<file path="src/pkg/mpsc_pkg.sv">
// Constants and types for the MRAM power-state controller.
// Assumes a 20 MHz system clock and an SPI host that owns the serial clock.
package mpsc_pkg;

	// ****************************************
	// Clock and timing
	// ****************************************
	localparam int unsigned CLK_HZ              = 20000000;
	localparam int unsigned ANALOG_ON_NS        = 2000;
	localparam int unsigned FUSE_RECALL_NS      = 10000;
	localparam int unsigned SETTLE_NS           = 500000;
	localparam int unsigned SLEEP_ENTRY_US      = 40;
	localparam int unsigned ANALOG_ON_CYC       = (ANALOG_ON_NS * (CLK_HZ / 1000000) + 999) / 1000;
	localparam int unsigned FUSE_RECALL_CYC     = (FUSE_RECALL_NS * (CLK_HZ / 1000000) + 999) / 1000;
	localparam int unsigned SETTLE_CYC          = (SETTLE_NS * (CLK_HZ / 1000000) + 999) / 1000;
	localparam int unsigned SLEEP_ENTRY_CYC     = SLEEP_ENTRY_US * (CLK_HZ / 1000000) / 2;
	localparam int unsigned CNT_W               = 24;

	// ****************************************
	// Commands and fuse layout
	// ****************************************
	localparam logic [7:0]  OP_SLEEP_ENTRY      = 8'hB9;
	localparam logic [7:0]  OP_SLEEP_EXIT       = 8'hAB;
	localparam int unsigned FUSE_WORDS          = 8;
	localparam int unsigned FUSE_W              = 8;
	localparam int unsigned FUSE_AW             = 3;
	localparam logic [7:0]  FUSE_DEFAULT        = 8'h00;

	typedef enum logic [2:0] {
		MPSC_ANALOG_ON  = 3'b000,
		MPSC_FUSE       = 3'b001,
		MPSC_SETTLE     = 3'b010,
		MPSC_NORMAL     = 3'b011,
		MPSC_SLEEP_GO   = 3'b100,
		MPSC_SLEEP      = 3'b101,
		MPSC_WAKE       = 3'b110
	} mpsc_state_t;

	typedef struct packed {
		logic analog_en;
		logic regulator_en;
		logic logic_en;
		logic ready;
		logic asleep;
		logic quad_mode;
	} mpsc_status_t;

endpackage : mpsc_pkg

</file>
<file path="src/logic/mpsc_top.sv">
// Power-state sequencer of a serial MRAM: power-on, normal, sleep, wake-up.
// Assumes serial pins are asynchronous to clk_sys; rst stands for power-on.
`timescale 1ns/10ps

// Operation
// - With chip select high the device idles in standby, regulators on, taking no command and driving no data.
// - The sleep-entry command puts the device to sleep with logic and regulators switched off.
// - The sleep-exit command while asleep runs the wake-up sequence and returns to standby.
// - The device has four top-level states: power-on, normal, sleep and wake-up.
// - Power-on steps through analog enable, fuse recall and analog settle before normal work.
// - Fuse recall copies the fuse array into the analog trim registers.
// - Wake-up re-enables the analog blocks and waits for settle only, skipping fuse recall.
// - Opcode B9 enters sleep and opcode AB leaves it.
// - Below minimum supply chip select is ignored and reads and writes are inhibited.
// - After power-up the device runs in single-bit serial mode with quad mode off.
module mpsc_top #(
	parameter int unsigned SETTLE_CYCLES = mpsc_pkg::SETTLE_CYC
) (
	input  wire logic                                   clk_sys,
	input  wire logic                                   rst,
	input  wire logic                                   clk_en,
	input  wire logic                                   supply_ok,
	input  wire logic                                   chip_sel_n,
	input  wire logic                                   sclk,
	input  wire logic                                   sdi,
	input  wire logic [mpsc_pkg::FUSE_WORDS*mpsc_pkg::FUSE_W-1:0] fuse_array,
	output logic [mpsc_pkg::FUSE_WORDS*mpsc_pkg::FUSE_W-1:0]      trim_q,
	output mpsc_pkg::mpsc_status_t                      status_q,
	output logic                                        cmd_accept_q,
	output logic                                        array_en_q,
	output logic                                        sdo_oe_n_q
);

	// ****************************************
	// Pin synchronisers and edge detect
	// ****************************************
	logic [1:0] cs_s_q, clk_s_q, dat_s_q, sup_s_q;
	logic       clk_prev_q;
	logic       cs_n, sclk_rise, sup_ok;

	always_ff @(posedge clk_sys) begin
		if (rst) begin
			cs_s_q     <= 2'h3;
			clk_s_q    <= 2'h0;
			dat_s_q    <= 2'h0;
			sup_s_q    <= 2'h0;
			clk_prev_q <= 1'b0;
		end else if (clk_en) begin
			cs_s_q     <= {cs_s_q[0], chip_sel_n};
			clk_s_q    <= {clk_s_q[0], sclk};
			dat_s_q    <= {dat_s_q[0], sdi};
			sup_s_q    <= {sup_s_q[0], supply_ok};
			clk_prev_q <= clk_s_q[1];
		end
	end

	// Select is forced off while supply is low
	assign sup_ok    = sup_s_q[1];
	assign cs_n      = cs_s_q[1] | ~sup_ok;
	assign sclk_rise = clk_s_q[1] & ~clk_prev_q;

	// ****************************************
	// Opcode shifter
	// ****************************************
	mpsc_pkg::mpsc_state_t state_q, state_d;
	logic [7:0] shift_q;
	logic [2:0] bit_cnt_q;
	logic       first_q;
	logic       op_valid;
	logic [7:0] op_byte;

	assign op_byte  = {shift_q[6:0], dat_s_q[1]};
	assign op_valid = ~cs_n & sclk_rise & first_q & (bit_cnt_q == 3'h7);

	// Match of a completed first byte
	function automatic logic op_match(input logic vld, input logic [7:0] rx, input logic [7:0] code);
		return vld && (rx == code);
	endfunction : op_match

	always_ff @(posedge clk_sys) begin
		if (rst) begin
			shift_q   <= 8'h00;
			bit_cnt_q <= 3'h0;
			first_q   <= 1'b1;
		end else if (clk_en) begin
			if (cs_n) begin
				bit_cnt_q <= 3'h0;
				first_q   <= 1'b1;
			end else if (sclk_rise) begin
				shift_q   <= op_byte;
				bit_cnt_q <= bit_cnt_q + 3'h1;
				if (bit_cnt_q == 3'h7) begin
					first_q <= 1'b0;
				end
			end
		end
	end

	// ****************************************
	// Power state machine
	// ****************************************
	logic [mpsc_pkg::CNT_W-1:0] cnt_q;
	logic [mpsc_pkg::FUSE_AW-1:0] fidx_q;
	logic                         cnt_done;

	assign cnt_done = (cnt_q == '0);

	always_comb begin
		state_d = state_q;
		case (state_q)
			mpsc_pkg::MPSC_ANALOG_ON: begin
				if (cnt_done) state_d = mpsc_pkg::MPSC_FUSE;
			end
			mpsc_pkg::MPSC_FUSE: begin
				if (cnt_done) state_d = mpsc_pkg::MPSC_SETTLE;
			end
			mpsc_pkg::MPSC_SETTLE: begin
				if (cnt_done) state_d = mpsc_pkg::MPSC_NORMAL;
			end
			mpsc_pkg::MPSC_NORMAL: begin
				if (op_match(op_valid, op_byte, mpsc_pkg::OP_SLEEP_ENTRY)) begin
					state_d = mpsc_pkg::MPSC_SLEEP_GO;
				end
			end
			mpsc_pkg::MPSC_SLEEP_GO: begin
				if (cnt_done) state_d = mpsc_pkg::MPSC_SLEEP;
			end
			mpsc_pkg::MPSC_SLEEP: begin
				if (op_match(op_valid, op_byte, mpsc_pkg::OP_SLEEP_EXIT)) begin
					state_d = mpsc_pkg::MPSC_WAKE;
				end
			end
			mpsc_pkg::MPSC_WAKE: begin
				if (cnt_done) state_d = mpsc_pkg::MPSC_NORMAL;
			end
			default: state_d = mpsc_pkg::MPSC_ANALOG_ON;
		endcase
	end

	always_ff @(posedge clk_sys) begin
		if (rst) begin
			state_q <= mpsc_pkg::MPSC_ANALOG_ON;
		end else if (clk_en) begin
			state_q <= state_d;
		end
	end

	// Stage timer reloaded on each state change
	always_ff @(posedge clk_sys) begin
		if (rst) begin
			cnt_q <= mpsc_pkg::CNT_W'(mpsc_pkg::ANALOG_ON_CYC - 1);
		end else if (clk_en) begin
			if (state_d != state_q) begin
				case (state_d)
					mpsc_pkg::MPSC_FUSE:
						cnt_q <= mpsc_pkg::CNT_W'(mpsc_pkg::FUSE_RECALL_CYC - 1);
					mpsc_pkg::MPSC_SETTLE,
					mpsc_pkg::MPSC_WAKE:
						cnt_q <= mpsc_pkg::CNT_W'(SETTLE_CYCLES - 1);
					mpsc_pkg::MPSC_SLEEP_GO:
						cnt_q <= mpsc_pkg::CNT_W'(mpsc_pkg::SLEEP_ENTRY_CYC - 1);
					default:
						cnt_q <= '0;
				endcase
			end else if (!cnt_done) begin
				cnt_q <= cnt_q - mpsc_pkg::CNT_W'(1);
			end
		end
	end

	// ****************************************
	// Fuse recall into trim registers
	// ****************************************
	always_ff @(posedge clk_sys) begin
		if (rst) begin
			trim_q <= {mpsc_pkg::FUSE_WORDS{mpsc_pkg::FUSE_DEFAULT}};
			fidx_q <= '0;
		end else if (clk_en) begin
			if (state_q == mpsc_pkg::MPSC_FUSE) begin
				trim_q[fidx_q*mpsc_pkg::FUSE_W +: mpsc_pkg::FUSE_W] <=
					fuse_array[fidx_q*mpsc_pkg::FUSE_W +: mpsc_pkg::FUSE_W];
				fidx_q <= fidx_q + mpsc_pkg::FUSE_AW'(1);
			end else begin
				fidx_q <= '0;
			end
		end
	end

	// ****************************************
	// Outputs
	// ****************************************
	logic normal, asleep, sleeping;

	// Power enables drop only in full sleep
	assign normal   = (state_d == mpsc_pkg::MPSC_NORMAL);
	assign sleeping = (state_d == mpsc_pkg::MPSC_SLEEP);
	assign asleep   = sleeping | (state_d == mpsc_pkg::MPSC_SLEEP_GO);

	always_ff @(posedge clk_sys) begin
		if (rst) begin
			status_q     <= '{default: 1'b0};
			cmd_accept_q <= 1'b0;
			array_en_q   <= 1'b0;
			sdo_oe_n_q   <= 1'b1;
		end else if (clk_en) begin
			status_q.analog_en    <= ~sleeping;
			status_q.regulator_en <= ~sleeping;
			status_q.logic_en     <= ~sleeping;
			status_q.ready        <= normal;
			status_q.asleep       <= asleep;
			status_q.quad_mode    <= 1'b0;
			cmd_accept_q <= normal & ~cs_n;
			array_en_q   <= normal & ~cs_n & sup_ok;
			sdo_oe_n_q   <= ~(normal & ~cs_n);
		end
	end

endmodule : mpsc_top

</file>
<file path="config.mk">
export PLATFORM = sky130hd
export DESIGN_NAME = mpsc_top
export DESIGN_NICKNAME = d
export VERILOG_FILES = /design/src/pkg/mpsc_pkg.sv /design/src/logic/mpsc_top.sv
export SDC_FILE = /design/constraint.sdc
export NUM_CORES = 1
export LEC_CHECK = 0
export BUFFER_PORTS_ARGS = -buffer_cell sky130_fd_sc_hd__buf_2
export CAP_MARGIN = 10
export CORE_UTILIZATION = 48
export DETAILED_ROUTE_END_ITERATION = 12
export MAX_ROUTING_LAYER = met4
export PLACE_DENSITY = 0.76
export SETUP_SLACK_MARGIN = 0.3
export SLEW_MARGIN = 30
export SYNTH_ARGS = -nofsm -noshare
export SYNTH_HDL_FRONTEND = slang
export SYNTH_SLANG_ARGS = --single-unit
</file>
<file path="constraint.sdc">
create_clock -name clk_sys -period 2.6 [get_ports clk_sys]
set_input_delay 0.13 -clock clk_sys [delete_from_list [all_inputs] [get_ports clk_sys]]
set_output_delay 0.13 -clock clk_sys [all_outputs]
set_load 0.02 [all_outputs]
</file>
After elaboration in Yosys (flattened, before gate mapping)
Cells that the tools add are included.
{"block": "word_totals", "output_inout_bits": 73, "in_bits": 71, "reg_bits": 120}
{"block": "op_classes", "n_eq_ne": 17, "shifts": 3, "n_reduce_logical": 13, "n_mux": 17, "addsub": 4, "bitwise": 13}
{"operator": "$bwmux W64", "n": 1}
{"operator": "$shift A8 B34 Y64 const A", "n": 1}
{"operator": "$shiftx A64 B7 Y8", "n": 1}
{"operator": "$shiftx A8 B34 Y64", "n": 1}
{"operator": "$mux W24", "n": 2}
{"operator": "$pmux W14 S3", "n": 1}
{"operator": "$neg A6 Y34", "n": 1}
{"operator": "$mux W3", "n": 9}
{"operator": "$logic_not A24 Y1", "n": 1}
{"operator": "$sub A24 B1 Y24 const B", "n": 1}
{"operator": "$eq A3 B3 Y1 const B", "n": 7}
{"operator": "$pmux W3 S6", "n": 1}
{"operator": "$eq A8 B8 Y1 const B", "n": 2}
{"operator": "$eq A3 B2 Y1 const B", "n": 4}
{"operator": "$add A3 B1 Y3 const B", "n": 2}
{"operator": "$and A1 B1 Y1", "n": 6}
{"operator": "$eq A3 B1 Y1 const B", "n": 2}
{"operator": "$reduce_and A2 Y1", "n": 3}
{"operator": "$reduce_and A3 Y1", "n": 2}
{"operator": "$not A1 Y1", "n": 5}
{"operator": "$reduce_bool A2 Y1", "n": 2}
{"operator": "$reduce_or A2 Y1", "n": 2}
{"operator": "$logic_not A3 Y1", "n": 1}
{"operator": "$mux W1", "n": 3}
{"operator": "4 further kinds", "n": 6}

Longest topological paths before layout
Gate-level depths: netlist of the first run.
{"block": "logic_depth", "word_depth": 13, "ltp_mapped": 12, "ltp_nobuf": 8}

Worst setup path before layout of the first run
OpenSTA, ideal clock, no wires.
{"block": "synth_path", "path_kind": "reg-to-reg", "start": "register fidx_q[1] (netlist name)", "end": "register trim_q[6] (netlist name)", "setup_time_ps": 86, "path_slack_ps": -211, "stages_incl_launch_ff": 12, "path_buffers": 4, "t_arrival_ps": 2725, "path_cell_list": "dfxtp_1 clkbuf_1 clkbuf_1 inv_1 ha_1 ha_1 nor4_1 and3_1 clkbuf_1 clkbuf_1 nor2_1 a211oi_1"}
{"block": "synth_via", "elab_chain_cells": 3}
{"item": "start, declared", "line_no": "mpsc_top.sv:103", "source": "logic [mpsc_pkg::FUSE_AW-1:0] fidx_q;"}
{"item": "start signal, assigned", "line_no": "mpsc_top.sv:182", "source": "fidx_q <= fidx_q + mpsc_pkg::FUSE_AW'(1);"}
{"item": "$shiftx A64 B7 Y8 / $neg A6 Y34 (equally long branches)", "line_no": "mpsc_top.sv:181", "source": "fuse_array[fidx_q*mpsc_pkg::FUSE_W +: mpsc_pkg::FUSE_W];"}
{"item": "$shiftx A8 B34 Y64 / $shift A8 B34 Y64 (equally long branches)", "line_no": "mpsc_top.sv:180", "source": "trim_q[fidx_q*mpsc_pkg::FUSE_W +: mpsc_pkg::FUSE_W] <="}
{"item": "$bwmux W64 *", "line_no": "mpsc_top.sv:180"}
{"item": "end signal, assigned", "line_no": "mpsc_top.sv:176", "source": "trim_q <= {mpsc_pkg::FUSE_WORDS{mpsc_pkg::FUSE_DEFAULT}};"}
{"item": "end signal, assigned by index", "line_no": "mpsc_top.sv:180"}
{"item": "end, declared", "line_no": "mpsc_top.sv:27", "source": "output logic [mpsc_pkg::FUSE_WORDS*mpsc_pkg::FUSE_W-1:0] trim_q,"}
Every way passes the cells marked *; elsewhere a longest branch is shown, timed or not.
A chain may end at the register's enable or synchronous reset.

Final worst setup path of the first run
{"block": "layout_path", "start": "register bit_cnt_q[0]", "end": "register cnt_q[10] (netlist name)"}
{"block": "layout_via", "elab_chain_cells": 9}
{"item": "start, declared", "line_no": "mpsc_top.sv:67", "source": "logic [2:0] bit_cnt_q;"}
{"item": "start signal, assigned", "line_no": "mpsc_top.sv:91", "source": "bit_cnt_q <= bit_cnt_q + 3'h1;"}
{"item": "$eq A3 B3 Y1 *", "line_no": "mpsc_top.sv:73", "source": "assign op_valid = ~cs_n & sclk_rise & first_q & (bit_cnt_q == 3'h7);"}
{"item": "$and A1 B1 Y1 *", "line_no": "mpsc_top.sv:73"}
{"item": "$logic_and A1 B1 Y1", "line_no": "mpsc_top.sv:77", "source": "return vld && (rx == code);"}
{"item": "$mux W3 (on tied branches)", "line_no": "mpsc_top.sv:129, mpsc_top.sv:121"}
{"item": "$pmux W3 S6 *", "line_no": "mpsc_top.sv:110", "source": "case (state_q)"}
{"item": "$eq A3 B2 Y1 / $eq A3 B3 Y1 (equally long branches)", "line_no": "mpsc_top.sv:154", "source": "case (state_d)"}
{"item": "$reduce_or A2 Y1", "line_no": "mpsc_top.sv:154"}
{"item": "$pmux W14 S3", "line_no": "mpsc_top.sv:154"}
{"item": "$mux W24", "line_no": "mpsc_top.sv:153", "source": "if (state_d != state_q) begin"}
{"item": "end signal, assigned", "line_no": "mpsc_top.sv:151", "source": "cnt_q <= mpsc_pkg::CNT_W'(mpsc_pkg::ANALOG_ON_CYC - 1);"}
{"item": "end signal, assigned", "line_no": "mpsc_top.sv:156", "source": "cnt_q <= mpsc_pkg::CNT_W'(mpsc_pkg::FUSE_RECALL_CYC - 1);"}
{"item": "end signal, assigned", "line_no": "mpsc_top.sv:159", "source": "cnt_q <= mpsc_pkg::CNT_W'(SETTLE_CYCLES - 1);"}
{"item": "end, declared", "line_no": "mpsc_top.sv:102", "source": "logic [mpsc_pkg::CNT_W-1:0] cnt_q;"}
Marked as above.

==> results of run 1 <==
-- metal layers --
| metal | GRT usage (%) | vias up | wire length, um |
|---|---|---|---|
| met5 | - | - | 0 |
| met4 | 13.9 | 0 | 530 |
| met3 | 6.37 | 54 | 1080 |
| met2 | 44.1 | 268 | 7820 |
| met1 | 33.8 | 2693 | 7300 |
| li1 | - | 2783 | - |
-- metrics by stage --
step	util [%]	instance area (um2)
6_report	66.4	7750
2_1_floorplan	-	5890
3_5_place_dp	58.7	6840
4_1_cts	64.9	7570
5_1_grt	66.4	7750
3_3_place_gp	58.7	6840
-- worst paths after layout --
kind                                    from         end  depth (start not counted)
worst min-delay path                     rst  dat_s_q[1]                          2
worst max-delay path            bit_cnt_q[0]   cnt_q[10]                         10
worst min register to register    trim_q[29]  trim_q[29]                          2
worst max register to register  bit_cnt_q[0]   cnt_q[10]                         10
-- cells in the final DEF (no fill, tap or decap), types with 4 or more instances in the layout --
cell type / count
a211oi_1: 17
a21oi_1: 62
a22oi_1: 4
a31oi_1: 5
and2_1: 6
buf_2: 142
buf_4: 43
clkbuf_16: 17
clkinv_2: 4
clkinvlp_4: 4
dfxtp_1: 111
dfxtp_2: 8
dlygate4sd3_1: 4
ha_1: 6
inv_1: 11
mux2i_1: 34
mux4_2: 16
nand2_1: 90
nand2b_1: 5
nand3_1: 25
nand4_1: 9
nor2_1: 101
nor3_1: 10
nor4_4: 4
o21ai_0: 21
o221a_2: 4
xor2_1: 7
-- critical path, delay by kind of cell (launching register included) --
family | cells | cell delay [ps]
compound gates | 4 | 810
simple gates | 2 | 490
flops | 1 | 350
buf+inv | 2 | 280
fa+ha+maj | 2 | 260
-- cells by family (layout without fill, tap and decap cells) --
logic type	after synthesis	in the layout	synth area share (%)
DFF	120	120	41.0
and+or+nand+nor	287	287	23.2
xor gates and xnor gates	10	10	1.50
muxes	50	50	12.0
adders and majority gates	9	9	1.92
AOI/OAI and AO/OA	147	148	16.1
other	1	1	0.0640
buffers and inverters	59	240	4.21
-- state kept, by name (all words and copies together) (netlist names) --
register,count
array_en_q,1
bit_cnt_q,3
clk_prev_q,1
clk_s_q,2
cmd_accept_q,1
cnt_q,24
cs_s_q,2
dat_s_q,2
fidx_q,3
first_q,1
sdo_oe_n_q,1
shift_q,7
state_q,3
status_q,3
sup_s_q,2
trim_q,64
-- layout make-up --
type,count,share of cell area (%)
clock buffers,17,5.49
clock inverters,15,2.26
repair buffers,193,14.7
flip-flops and latches,120,31.2
well taps,143,2.31
inverters,15,0.727
multi-input cells,505,43.4
-- power breakdown --
group,switching [W],internal (W)
logic,0.000177,0.000153
registers,0.0000205,0.00186
clock network,0.000860,0.00151
total,0.00106,0.00352
-- what timing repair did --
| action | CTS | global route |
|---|---|---|
| setup endpoints to repair | 22 | 39 |
| hold buffers | 4 | 0 |
| buffers inserted | 5 | 7 |
| gates resized for setup | 7 | 37 |
| cloned | 1 | 0 |
| endpoints found under the hold margin | 4 | 0 |
| pin swaps | 2 | 9 |
==> metrics.md, run 1 <==
| Metric | Value |
|---|---|
| Starting DRT DRC Count | 756 |
| Antenna violations before repair | 0 |
| Fin cells | 1,008 |
| Die height | 112 um |
| Most frequent cell after synthesis | dfxtp_1 |
| CP Cell Sequence | ha_4 -> ha_4 -> and4_4 -> nand4_1 -> o2bb2ai_4 -> buf_6 -> a21oi_4 -> buf_12 -> a21oi_1 -> o221a_2 |
| DR vias/cell | 5.75 |
| N_diodes | 0 |
| Final setup TNS | 0 ps |
| Clock buffer count from CTS | 17 |
| Pre-CTS WS | 117 ps |
| Leak | 3.27 nW |
| CP peak stage delay | 350 ps |
| Total number of vias | 5,798 |
| Number of distinct library cells after synthesis | 63 |
| # rows | 39 |
| Clock Tree Buf Depth | 2 |
| Hpwl dp | 11,800 um |
| GPL Wtd Cong | 0.936 |
| First-pass GRT wire length | 27,100 um |
| Die ar. | 0.0126 mm2 |
| Worst slew pin tran | 820 ps |
| Crit path top cell by count | ha_4 |
| Routed wire length | 16,700 um |
| Register Area | 0.00242 mm2 |
| Number of synthesized register bits | 120 |
| Top cells by count, synth | 120 x dfxtp_1, 102 x nor2_1, 92 x nand2_1 |
| Total power | 0.00458 W |
| CTS root buf | clkbuf_16 |
| Min Tclk post-route | 2320 ps |
| GRT Overall Usage | 28.0% |
| YS warnings | 0 |
| Gate Count Post-Synth | 683 |
| Period utilisation layout | 89.1% |
| Vias in the first global route | 5,528 |
| Cell taking the most area after synthesis | dfxtp_1 |
| Final Hold Vio Count | 0 |
| Max-slew headroom | 44.8% |
| Core ar. | 0.0117 mm2 |
| H-Tree Level Count | 4 |
| Hold_ws | 110 ps |
| Status | finished, final reports clean |
| Pins Over Slew Limit | 0 |
| Sequential cell area fraction in the yosys report | 41.0% |
| Worst-Skew Late Latency | 410 ps |
| Clock tree sinks | 120 |
| Share of flip-flops with an asynchronous set or reset after synthesis | 0% |
| Starting density of the core | 50.2% |
| Synthesized cell area | 0.00586 mm2 |
| Total gr overflow | 0 |
| CP endpoint kind | flip-flop |
| Number of max-cap violations | 0 |
| Final nets | 932 |
| Critical path data required time | 2900 ps |
| Footprint of the multi-input gates | 0.00336 mm2 |
| Largest net degree at the start of global routing | 48 |
| Number of fill cells | 958 |
| Placed cells | 959 |
| EDFF count, synth | 0 |
| Avg Cell Area, Syn | 8.58 um2 |
| Top cell type's share of synthesized area | 41.0% |
| CP max stage cell | dfxtp_2 |
| Syn_nets | 763 |
| Layout cell share with drive strength beyond 1 | 33.2% |
| Max IR drop VDD | 0.509 mV |
| I/O pins | 144 |
| Pwr dens | 591 mW/mm2 |
| Fmax | 432 MHz |
| Synth Flop Type | dfxtp_1 |
| Worst-path clk slew | 60 ps |
| Arrival time at the worst endpoint | 2610 ps |
| Die Wd | 112 um |
| CTS tree | built |
| WS Path Type | flip-flop to flip-flop |
| Largest cells by area after synthesis | dfxtp_1 41%, nor2_1 6.5%, mux4_2 6.2%, nand2_1 5.9%, mux2i_1 5.8% |
| Hold WC Path Type | input pin to flip-flop |
| DR pass1 iterations | 6 |
| RSZ-0062 raised after global routing | yes |
| CP Launch Type | flip-flop |
| DRC errors left | 0 |
| Post-DR wirelength/cell | 16.6 um |
| Crit path max fanout | 6 |
| Final-report setup violation count | 0 |
| Fin Clk Skew | 10.6 ps |
| ANT nets after route | 0 |
| Port bufs | 142 |
| Layout area overhead | 32.3% |
| R2r setup slk | 280 ps |
| Final worst setup slack | 285 ps |
Power figures use the tool's default switching activity.
==> inputs of run 2 (changes only) <==
--- a/config.mk
+++ b/config.mk
@@ -9,9 +9,7 @@
 export CAP_MARGIN = 10
 export CORE_UTILIZATION = 48
 export DETAILED_ROUTE_END_ITERATION = 12
-export MAX_ROUTING_LAYER = met4
 export PLACE_DENSITY = 0.76
-export SETUP_SLACK_MARGIN = 0.3
 export SLEW_MARGIN = 30
 export SYNTH_ARGS = -nofsm -noshare
 export SYNTH_HDL_FRONTEND = slang
==> run 2 against run 1 <==
Net effect: first-iteration DRC count shrank 45%; routed wire length grew 2.5%; register-to-register slack got worse by 160 ps; final cell count shrank 0.89%; count of clock-buffer cells in the layout increased by 2; highest routed layer unchanged; cell area is 3.2% lower; clock skew down 4.9 ps.
==> metrics.md, run 2 (synthesis gave the netlist of run 1 again) <==
| Metric | Value |
|---|---|
| Status | finished, final reports clean |
| Total gr overflow | 0 |
| CP endpoint kind | flip-flop |
| H-Tree Level Count | 4 |
| Hpwl dp | 12,600 um |
| Commonest non-fill, non-tap cell in the layout | buf_2 |
| Arrival time at the worst endpoint | 2820 ps |
| Routed wire length | 17,100 um |
| WS Path Type | flip-flop to flip-flop |
| Die ar. | 0.0126 mm2 |
| Number of max-cap violations | 0 |
| Clock tree sinks | 120 |
| Starting DRT DRC Count | 418 |
| DR pass1 iterations | 5 |
| Port bufs | 142 |
| ANT nets after route | 0 |
| Fmax | 404 MHz |
| Max IR drop VDD | 0.504 mV |
| Period utilisation layout | 95.1% |
| Final Hold Vio Count | 0 |
| GPL Wtd Cong | 0.880 |
| N_diodes | 0 |
| Most flops, register | trim_q |
| Pre-CTS WS | 40.3 ps |
| I/O pins | 144 |
| Die height | 112 um |
| R2r setup slk | 130 ps |
| Worst-Skew Late Latency | 420 ps |
| Critical path data required time | 2950 ps |
| Clock Tree Buf Depth | 2 |
| Die Wd | 112 um |
| Worst slew pin tran | 733 ps |
| Pins Over Slew Limit | 0 |
| Hold WC Path Type | input pin to flip-flop |
| Pwr dens | 608 mW/mm2 |
| RSZ-0062 raised after global routing | no |
| Biggest registers after layout | trim_q x64, cnt_q x24, shift_q x7 |
| GRT Overall Usage | 27.5% |
| Fin Clk Skew | 5.72 ps |
| Antenna violations before repair | 0 |
| CP max stage cell | or4b_2 |
| Max-slew headroom | 50.4% |
| Min Tclk post-route | 2470 ps |
| Final-report setup violation count | 0 |
| Vias in the first global route | 5,597 |
| DRC errors left | 0 |
| Total number of vias | 5,732 |
| Layout cell share with drive strength beyond 1 | 29.4% |
| CTS root buf | clkbuf_16 |
| Starting density of the core | 50.2% |
| Clock buffer count from CTS | 17 |
| Post-DR wirelength/cell | 17.2 um |
| CP peak stage delay | 690 ps |
| DR vias/cell | 5.74 |
| # rows | 39 |
| Largest net degree at the start of global routing | 50 |
| Number of fill cells | 969 |
| Core ar. | 0.0117 mm2 |
| Final setup TNS | 0 ps |
| Worst-path clk slew | 50 ps |
| CP Cell Sequence | ha_1 -> ha_1 -> and4_1 -> and4_1 -> o2bb2ai_2 -> a21oi_2 -> or4b_2 -> a21oi_1 |
| Layout area overhead | 28.1% |
| Leak | 3.20 nW |
| First-pass GRT wire length | 27,200 um |
| Max reg flops | 64 |
| Final worst setup slack | 127 ps |
| CTS tree | built |
| Final nets | 924 |
| Most frequent cells in the layout | 142 x buf_2, 120 x dfxtp_1, 102 x nor2_1 |
| CP Launch Type | flip-flop |
| Crit path max fanout | 8 |
run 2: worst max-delay path, delay by kind of cell, from the launching register on:
family / cells / cell delay, ps
and+or+nand+nor: 3 / 1140
adders and majority gates: 2 / 390
AOI/OAI and AO/OA: 3 / 560
DFF: 1 / 320
run 2: final timing paths:
| path | from | cells after the start | end |
|---|---|---|---|
| hold reg to reg | trim_q[20] | 2 | trim_q[20] |
| setup reg to reg | bit_cnt_q[0] | 8 | cnt_q[16] |
| setup / recovery | bit_cnt_q[0] | 8 | cnt_q[16] |
| hold / removal | rst | 2 | status_q[1] |
run 2: final cells by class:
class	count	area (um2)	share of cell area (%)
multi-input cells	505	3230	43.0
flip-flops and latches	120	2400	32.0
repair buffers	185	1040	13.9
clock buffers	19	443	5.90
well taps	143	179	2.39
clock inverters	12	150	2.00
inverters	15	56.3	0.751
run 2: stage by stage:
step	utilization [%]	total power, W	cell area [um2]	std cells	hold slack [ps]
6_report	64.3	0.00456	7500	999	88.3
3_3_place_gp	58.6	0.00222	6830	961	352
2_1_floorplan	-	0.00209	5860	683	258
5_1_grt	64.3	0.00470	7500	999	79.5
4_1_cts	64.1	0.00459	7470	996	62.0
3_5_place_dp	58.6	0.00223	6830	961	357
run 2: report_power, final:
group / switching [W] / internal [W] / total [W]
clock network: 0.000841 / 0.00152 / 0.00236
registers: 0.0000177 / 0.00186 / 0.00188
logic: 0.000177 / 0.000143 / 0.000320
total: 0.00104 / 0.00353 / 0.00456
run 2: what timing repair did:
item                                    CTS  global route
endpoints found under the setup margin    3            11
cloned                                    0             1
hold buffers                              4             0
hold endpoints to repair                  4             0
pin swaps                                 0             1
buffers inserted                          0             2
resized for setup                         1             1
run 2: per-layer routing:
metal	vias up	GRT usage [%]	part of all wire, %
met5	-	0	0
met4	0	11.9	2.6
met3	45	5.78	6.0
met2	231	48.5	50
met1	2692	32.4	42
li1	2764	-	-
